$ cat src/inc/spdsel_map.vh
// Register offsets, field layouts, reset values, limits and scale constants of the speed command selector.
// Assumes byte addressing on a plain register port with 32-bit data.
`ifndef SPDSEL_MAP_VH
`define SPDSEL_MAP_VH

`define SPDSEL_ADDR_W              12
`define SPDSEL_OFF_GAIN            12'h0200
`define SPDSEL_OFF_FFWD            12'h0204
`define SPDSEL_OFF_PRESET1         12'h0300
`define SPDSEL_OFF_PRESET2         12'h0304
`define SPDSEL_OFF_PRESET3         12'h0308
`define SPDSEL_OFF_MAXSPD          12'h030C
`define SPDSEL_OFF_CTRL            12'h0310
`define SPDSEL_OFF_STATUS          12'h0314
`define SPDSEL_OFF_CMD             12'h0318

`define SPDSEL_GAIN_RST            16'h0023
`define SPDSEL_GAIN_MAX            16'h07FF
`define SPDSEL_FFWD_RST            16'h0032
`define SPDSEL_FFWD_MAX            16'h0064
`define SPDSEL_PRESET_MAX          32'h0000_C350
`define SPDSEL_PRESET_MIN          32'hFFFF_3CB0
`define SPDSEL_MAXSPD_RST          16'h0BB8
`define SPDSEL_MAXSPD_MAX          16'h2710
`define SPDSEL_BW_MAX              4'h9
`define SPDSEL_BW_RST              4'h4
`define SPDSEL_VOLT_FULL           32'h0000_2710

`define SPDSEL_CTRL_ZERO_BIT       0
`define SPDSEL_CTRL_TORQUE_BIT     1
`define SPDSEL_CTRL_AUTO_BIT       2
`define SPDSEL_CTRL_BW_LSB         4
`define SPDSEL_CTRL_BW_MSB         7

`endif

$ cat src/verilog/spdsel_sync.v
// Two-stage register for one synchronous select input, with a change pulse.
// Assumes the input is already synchronous to sys_clk.
`timescale 1ns/10ps
module spdsel_sync (
   input  wire sys_clk,
   input  wire rst_n,
   input  wire clk_en,
   input  wire din,
   output reg  dout_r,
   output reg  chg_r
);
   reg stage_r;

   // The first stage feeds the second and the change pulse; a change is seen between stages one and two.
   always @(posedge sys_clk or negedge rst_n) begin
      if (!rst_n) begin
         stage_r <= 1'b0;
         dout_r  <= 1'b0;
         chg_r   <= 1'b0;
      end else if (clk_en) begin
         stage_r <= din;
         dout_r  <= stage_r;
         chg_r   <= dout_r ^ stage_r;
      end
   end
endmodule

$ cat src/verilog/spdsel_top.v
// Speed command selector: select inputs, presets, analog scaling and loop gain registers.
// Assumes a plain register port master and synchronous select inputs on sys_clk.
`timescale 1ns/10ps
`include "spdsel_map.vh"
// Contract
// Both selects low in analog mode: command is scaled analog voltage, +/-10 V.
// Both selects low in zero-reference mode: command is zero, analog ignored.
// Select 0,1 picks preset one, 1,0 preset two, 1,1 preset three.
// Presets are signed, clamped to -50000..+50000, unit 0.1 r/min.
// A new preset becomes active only after a select input changes.
// Select input reads 0 when contact off, 1 when on.
// The selected command also drives the torque-mode speed limit; in torque mode the code loads only speed_limit_r and speed_cmd_r holds.
// Position loop gain is 16 bits, 0..2047, reset 35, rad/s.
// Feed-forward gain is percent 0..100, reset 50, used in position commands.
// Manual tuning disables automatic gain functions; user gains used.
// Auto tuning adapts gains from inertia with one of ten bandwidth levels.
// Configurer keeps position bandwidth at most a quarter of speed bandwidth.
// Analog speed equals voltage times max analog speed divided by ten volts.
// Selects are registered; only a registered change activates a new preset.
module spdsel_top #(
   parameter CMD_W  = 32,
   parameter VOLT_W = 16
) (
   input  wire                       sys_clk,
   input  wire                       rst_n,
   input  wire                       clk_en,
   input  wire [`SPDSEL_ADDR_W-1:0]  reg_addr,
   input  wire [31:0]                reg_wdata,
   input  wire                       reg_wr,
   input  wire                       reg_rd,
   output reg  [31:0]                reg_rdata_r,
   input  wire                       speed_select_low,
   input  wire                       speed_select_high,
   input  wire signed [VOLT_W-1:0]   analog_mv,
   input  wire signed [VOLT_W-1:0]   tuned_gain,
   output reg  signed [CMD_W-1:0]    speed_cmd_r,
   output reg  signed [CMD_W-1:0]    speed_limit_r,
   output reg  [15:0]                gain_out_r,
   output reg  [15:0]                ffwd_out_r,
   output reg                        auto_tune_en_r,
   output reg  [3:0]                 bw_level_r
);
   reg  [15:0]              position_loop_gain_r;
   reg  [15:0]              position_feed_forward_gain_r;
   reg  signed [31:0]       speed_preset_one_r;
   reg  signed [31:0]       speed_preset_two_r;
   reg  signed [31:0]       speed_preset_three_r;
   reg  [15:0]              max_analog_speed_r;
   reg                      zero_ref_r;
   reg                      torque_mode_r;
   reg                      tuning_mode_select_r;
   reg  [3:0]               bw_sel_r;
   reg  signed [31:0]       preset_act_r;
   reg  [1:0]               sel_prev_r;
   reg  signed [31:0]       preset_nxt;
   reg  [31:0]              rdata_nxt;
   reg  signed [CMD_W-1:0]  cmd_nxt;
   wire                     sel_lo;
   wire                     sel_hi;
   wire [1:0]               sel;
   wire                     sel_chg;
   wire signed [47:0]       analog_prod;
   wire signed [47:0]       analog_spd;
   wire signed [31:0]       wdata_s;

   spdsel_sync u_sync_lo (
      .sys_clk (sys_clk),
      .rst_n   (rst_n),
      .clk_en  (clk_en),
      .din     (speed_select_low),
      .dout_r  (sel_lo),
      .chg_r   ()
   );

   spdsel_sync u_sync_hi (
      .sys_clk (sys_clk),
      .rst_n   (rst_n),
      .clk_en  (clk_en),
      .din     (speed_select_high),
      .dout_r  (sel_hi),
      .chg_r   ()
   );

   assign sel     = {sel_hi, sel_lo};
   assign sel_chg = (sel != sel_prev_r);
   assign wdata_s = reg_wdata;

   // Analog millivolts scaled by max speed over full scale, giving r/min.
   assign analog_prod = analog_mv * $signed({1'b0, max_analog_speed_r});
   assign analog_spd  = analog_prod / $signed({16'h0000, `SPDSEL_VOLT_FULL});

   // Preset chosen by the select pattern; held register only loads on a change.
   always @* begin
      case (sel)
         2'b01:   preset_nxt = speed_preset_one_r;
         2'b10:   preset_nxt = speed_preset_two_r;
         2'b11:   preset_nxt = speed_preset_three_r;
         default: preset_nxt = preset_act_r;
      endcase
   end

   always @* begin
      if (sel == 2'b00) begin
         if (zero_ref_r) begin
            cmd_nxt = {CMD_W{1'b0}};
         end else begin
            cmd_nxt = analog_spd[CMD_W-1:0];
         end
      end else begin
         cmd_nxt = preset_act_r[CMD_W-1:0];
      end
   end

   always @* begin
      case (reg_addr)
         `SPDSEL_OFF_GAIN:    rdata_nxt = {16'h0000, position_loop_gain_r};
         `SPDSEL_OFF_FFWD:    rdata_nxt = {16'h0000, position_feed_forward_gain_r};
         `SPDSEL_OFF_PRESET1: rdata_nxt = speed_preset_one_r;
         `SPDSEL_OFF_PRESET2: rdata_nxt = speed_preset_two_r;
         `SPDSEL_OFF_PRESET3: rdata_nxt = speed_preset_three_r;
         `SPDSEL_OFF_MAXSPD:  rdata_nxt = {16'h0000, max_analog_speed_r};
         `SPDSEL_OFF_CTRL:    rdata_nxt = {24'h00_0000, bw_sel_r, 1'b0,
                                           tuning_mode_select_r, torque_mode_r, zero_ref_r};
         `SPDSEL_OFF_STATUS:  rdata_nxt = {30'h0000_0000, sel};
         `SPDSEL_OFF_CMD:     rdata_nxt = speed_cmd_r;
         default:             rdata_nxt = 32'h0000_0000;
      endcase
   end

   // A preset write is clamped to the legal signed range.
   function [31:0] clamp_preset;
      input signed [31:0] v;
      begin
         if (v > $signed(`SPDSEL_PRESET_MAX)) begin
            clamp_preset = `SPDSEL_PRESET_MAX;
         end else if (v < $signed(`SPDSEL_PRESET_MIN)) begin
            clamp_preset = `SPDSEL_PRESET_MIN;
         end else begin
            clamp_preset = v;
         end
      end
   endfunction

   always @(posedge sys_clk or negedge rst_n) begin
      if (!rst_n) begin
         position_loop_gain_r         <= `SPDSEL_GAIN_RST;
         position_feed_forward_gain_r <= `SPDSEL_FFWD_RST;
         speed_preset_one_r           <= 32'h0000_0000;
         speed_preset_two_r           <= 32'h0000_0000;
         speed_preset_three_r         <= 32'h0000_0000;
         max_analog_speed_r           <= `SPDSEL_MAXSPD_RST;
         zero_ref_r                   <= 1'b0;
         torque_mode_r                <= 1'b0;
         tuning_mode_select_r         <= 1'b0;
         bw_sel_r                     <= `SPDSEL_BW_RST;
      end else if (clk_en && reg_wr) begin
         case (reg_addr)
            `SPDSEL_OFF_GAIN: begin
               if (reg_wdata[15:0] <= `SPDSEL_GAIN_MAX) begin
                  position_loop_gain_r <= reg_wdata[15:0];
               end
            end
            `SPDSEL_OFF_FFWD: begin
               if (reg_wdata[15:0] <= `SPDSEL_FFWD_MAX) begin
                  position_feed_forward_gain_r <= reg_wdata[15:0];
               end
            end
            `SPDSEL_OFF_PRESET1: speed_preset_one_r   <= clamp_preset(wdata_s);
            `SPDSEL_OFF_PRESET2: speed_preset_two_r   <= clamp_preset(wdata_s);
            `SPDSEL_OFF_PRESET3: speed_preset_three_r <= clamp_preset(wdata_s);
            `SPDSEL_OFF_MAXSPD: begin
               if (reg_wdata[15:0] <= `SPDSEL_MAXSPD_MAX) begin
                  max_analog_speed_r <= reg_wdata[15:0];
               end
            end
            `SPDSEL_OFF_CTRL: begin
               zero_ref_r           <= reg_wdata[`SPDSEL_CTRL_ZERO_BIT];
               torque_mode_r        <= reg_wdata[`SPDSEL_CTRL_TORQUE_BIT];
               tuning_mode_select_r <= reg_wdata[`SPDSEL_CTRL_AUTO_BIT];
               if (reg_wdata[`SPDSEL_CTRL_BW_MSB:`SPDSEL_CTRL_BW_LSB] <= `SPDSEL_BW_MAX) begin
                  bw_sel_r <= reg_wdata[`SPDSEL_CTRL_BW_MSB:`SPDSEL_CTRL_BW_LSB];
               end
            end
            default: ;
         endcase
      end
   end

   always @(posedge sys_clk or negedge rst_n) begin
      if (!rst_n) begin
         sel_prev_r   <= 2'b00;
         preset_act_r <= 32'h0000_0000;
      end else if (clk_en) begin
         sel_prev_r <= sel;
         if (sel_chg) begin
            preset_act_r <= preset_nxt;
         end
      end
   end

   always @(posedge sys_clk or negedge rst_n) begin
      if (!rst_n) begin
         reg_rdata_r    <= 32'h0000_0000;
         speed_cmd_r    <= {CMD_W{1'b0}};
         speed_limit_r  <= {CMD_W{1'b0}};
         gain_out_r     <= `SPDSEL_GAIN_RST;
         ffwd_out_r     <= `SPDSEL_FFWD_RST;
         auto_tune_en_r <= 1'b0;
         bw_level_r     <= `SPDSEL_BW_RST;
      end else if (clk_en) begin
         reg_rdata_r <= reg_rd ? rdata_nxt : 32'h0000_0000;
         if (torque_mode_r) begin
            speed_limit_r <= cmd_nxt;
         end else begin
            speed_cmd_r <= cmd_nxt;
         end
         auto_tune_en_r <= tuning_mode_select_r;
         bw_level_r     <= tuning_mode_select_r ? bw_sel_r : 4'h0;
         ffwd_out_r     <= position_feed_forward_gain_r;
         if (tuning_mode_select_r) begin
            gain_out_r <= tuned_gain;
         end else begin
            gain_out_r <= position_loop_gain_r;
         end
      end
   end
endmodule

$ cat config.mk
export PLATFORM = sky130hd
export DESIGN_NAME = spdsel_top
export DESIGN_NICKNAME = d
export VERILOG_FILES = /design/src/verilog/spdsel_sync.v /design/src/verilog/spdsel_top.v
export VERILOG_INCLUDE_DIRS = /design/src /design/src/inc
export SDC_FILE = /design/constraint.sdc
export NUM_CORES = 1
export LEC_CHECK = 0
export ABC_AREA = 1
export BUFFER_PORTS_ARGS = -buffer_cell sky130_fd_sc_hd__buf_2
export CORE_MARGIN = 3
export CORE_UTILIZATION = 50
export CTS_CLUSTER_DIAMETER = 60
export CTS_CLUSTER_SIZE = 14
export DETAILED_ROUTE_END_ITERATION = 10
export PLACE_DENSITY = 0.79
export SYNTH_ARGS = -nofsm -noshare
export SYNTH_HDL_FRONTEND = slang
export SYNTH_SLANG_ARGS = --single-unit
$ cat constraint.sdc
create_clock -name sys_clk -period 51.1 [get_ports sys_clk]
set_input_delay 0 -clock sys_clk [delete_from_list [all_inputs] [get_ports sys_clk]]
set_output_delay 0 -clock sys_clk [all_outputs]
set_load 0.005 [all_outputs]
==> out/metrics.csv <==
metric;value;unit
CP max FO;53;
reg2reg start;max_analog_speed_r[0];
min cycle time layout;23.71;ns
Setup TNS;0;ns
first-pass GRT wire length;170000;um
RR Endpoint;speed_cmd_r[20];
Clk Tree Root Cell;clkbuf_16;
CP max stage cell;dfrtp_1;
Post-DP HPWL;82200;um
Synth warnings;0;
EDFF count, synth;0;
post-CTS sizing;0;
htree depth;1;
Hold Crit Depth;4;
Placement Rows;97;
Synth async-reset ratio;100;%
Final Setup Violations;0;
Starting Density;50.6;%
worst skew pair latency;0.59;ns
drt pass-1 iters;6;
post-route cell area;0.0383;sq mm
Worst setup EP type;register;
Core ar.;0.0701;sq mm
Worst-Margin Slew;1.21;ns
RSZ-0062 raised after global routing;no;
post-route ant nets;0;
Max Cap Viol;0;
clock sinks;322;
Clock Path Buffers;3;
grt ovf;0;
WHS Endpoint;reg_rdata_r[13];
mean routed wirelength per cell;17.9;um
Reg2Reg Setup Slack;27.39;ns
Tightest Hold Check Type;primary input to register;
Syn Nets;5235;
Startpoint Class;register;
Hold Vio Cnt, Final;0;
Vias;32570;
commonest non-fill, non-tap cell in the layout;nand2_1;
die width;272;um
sequential-to-total area share from yosys stat;22.8;%
worst path required time;51.55;ns
outcome;finished, final reports clean;
CP arrival;24.17;ns
critical path class;register to register;
Die Ht;272;um
Syn Inst Count;4833;
Main synth FF type;dfrtp_1;
fin nets;5380;
WL final;107000;um
most frequent cells in the layout;1217 x nand2_1, 838 x inv_1, 301 x dfrtp_1, 292 x nand3_1, 255 x o21ai_0;
Layout Skew;0.0151;ns
routability cong.;0.999;
Reg clk slew, reported paths;0.07;ns
Slew Viols, Final;0;
placed inst area;0.0369;sq mm
Synth cell types;81;
min-delay src;reg_addr[2];
pin count of the biggest net entering global routing;120;
CTS Buf Count;30;
DR vias/cell;5.48;
hold_ws;0.0187;ns
num ports;216;
Synth Cell Area;0.0355;sq mm
Mean Syn Cell Area;7.34;sq um
Post-CTS Setup Inserts;0;
area of the die;0.0742;sq mm
antenna violations before repair;1;
Final Cycle Share;46.4;%
TritonCTS clock tree;done;
Area Overhead vs Synth;8.14;%
share of layout cells above drive strength 1;19.9;%
DRT iter0 DRCs;3331;
number of global-route vias before repair;31597;
Worst path max stage delay;0.75;ns
worst reg2reg path depth;149;
Fmax achieved;42.2;MHz
Total Routing Usage GR;28.3;%
Top cell by count, worst path;nand2_4;
#FFs+latches synth;322;
Rel. slew slack;19.0;%
final core utilization;54.7;%
Remaining DRCs;0;
I/O Buffers;215;
## sequential cells by signal, indices dropped and copies added, names as in the netlist, 2 cells and up
signal and count:
speed_preset_three_r 32, ffwd_out_r 16, speed_cmd_r 32, sel_prev_r 2
reg_rdata_r 32, speed_preset_one_r 32, preset_act_r 32, speed_preset_two_r 32
max_analog_speed_r 16, position_loop_gain_r 16, gain_out_r 16, bw_level_r 4
position_feed_forward_gain_r 16, speed_limit_r 32, bw_sel_r 4
## cells by family (layout without fill, tap and decap cells)
| group | Yosys count | after routing | synth area share, % |
|---|---|---|---|
| compound gates | 582 | 582 | 10.1 |
| mux | 14 | 14 | 0.416 |
| fa+ha+maj | 319 | 319 | 15.4 |
| other cells | 0 | 1 | 0 |
| flops | 322 | 322 | 22.8 |
| xor+xnor | 70 | 70 | 1.90 |
| buf+inv | 1108 | 1277 | 13.1 |
| simple gates | 2418 | 2418 | 36.4 |
## how the worst max path moves through the flow
stage / startpoint / end / slack [ns] / cells after the start
floorplan: max_analog_speed_r[5] / speed_cmd_r[26] / 31.13 / 168
global placement: max_analog_speed_r[0] / speed_cmd_r[24] / 28.40 / 151
detailed placement: max_analog_speed_r[6] / speed_cmd_r[20] / 27.52 / 149
CTS: max_analog_speed_r[6] / speed_cmd_r[20] / 27.48 / 150
global route: max_analog_speed_r[6] / speed_cmd_r[20] / 25.00 / 147
finish: max_analog_speed_r[0] / speed_cmd_r[20] / 27.39 / 149
## stage by stage
stage / setup WS [ns] / instances
2_1_floorplan: 31.13 / 4833
3_3_place_gp: 28.40 / 5831
3_5_place_dp: 27.52 / 5831
4_1_cts: 27.48 / 5942
5_1_grt: 25.00 / 5942
6_report: 27.39 / 5943
## synth_stat cells (all sizes together) (28+ instances only)
cell type / n / area (sq um)
nand3: 363 / 2250
nor2: 356 / 2020
a31oi: 28 / 175
nand4: 64 / 483
ha: 125 / 1560
buf: 35 / 402
dfrtp: 301 / 7530
fa: 194 / 3880
o21ai: 303 / 1610
inv: 906 / 3450
a221oi: 38 / 333
o22ai: 66 / 432
xor2: 52 / 470
a21oi: 72 / 409
clkbuf: 138 / 612
nand2: 1588 / 7860
## area by class of cell
| cell class | count | area [sq um] |
|---|---|---|
| clock buffer | 47 | 835 |
| timing repair buffer | 290 | 1790 |
| multi-input combinational | 3403 | 22800 |
| inverter | 931 | 3590 |
| tap | 940 | 1180 |
| clock inverter | 9 | 97.6 |
| fill | 6554 | 31800 |
| antenna | 1 | 2.50 |
| sequential | 322 | 8080 |
## timing repair
| action | in CTS | in global routing |
|---|---|---|
| hold buffers | 55 | 0 |
| endpoints found under the setup margin | 0 | 0 |
| hold endpoints to repair | 282 | 0 |
## critical path, delay by kind of cell, from the launching register on
family                   cells  cell delay (ns)
AND/OR/NAND/NOR            119            15.54
adder cells (fa/ha/maj)      8             3.79
AO/OA/AOI/OAI                6             1.79
buffers and inverters       16             1.56
flip-flops                   1             0.75
## metal layers
| layer | share of wire, % | wire length [um] | up-vias | track usage [%] |
|---|---|---|---|---|
| met3 | 9.0 | 9600 | 288 | 4.38 |
| li1 | - | - | 15365 | - |
| met2 | 45 | 48400 | 1612 | 45.9 |
| met5 | 0.0084 | 9 | - | 0 |
| met4 | 4.4 | 4660 | 2 | 10.8 |
| met1 | 41 | 43900 | 15303 | 38.1 |
Power is left out: the tool's default activity adds up to more than one toggle a clock period on the data nets, which glitch-free logic cannot reach.
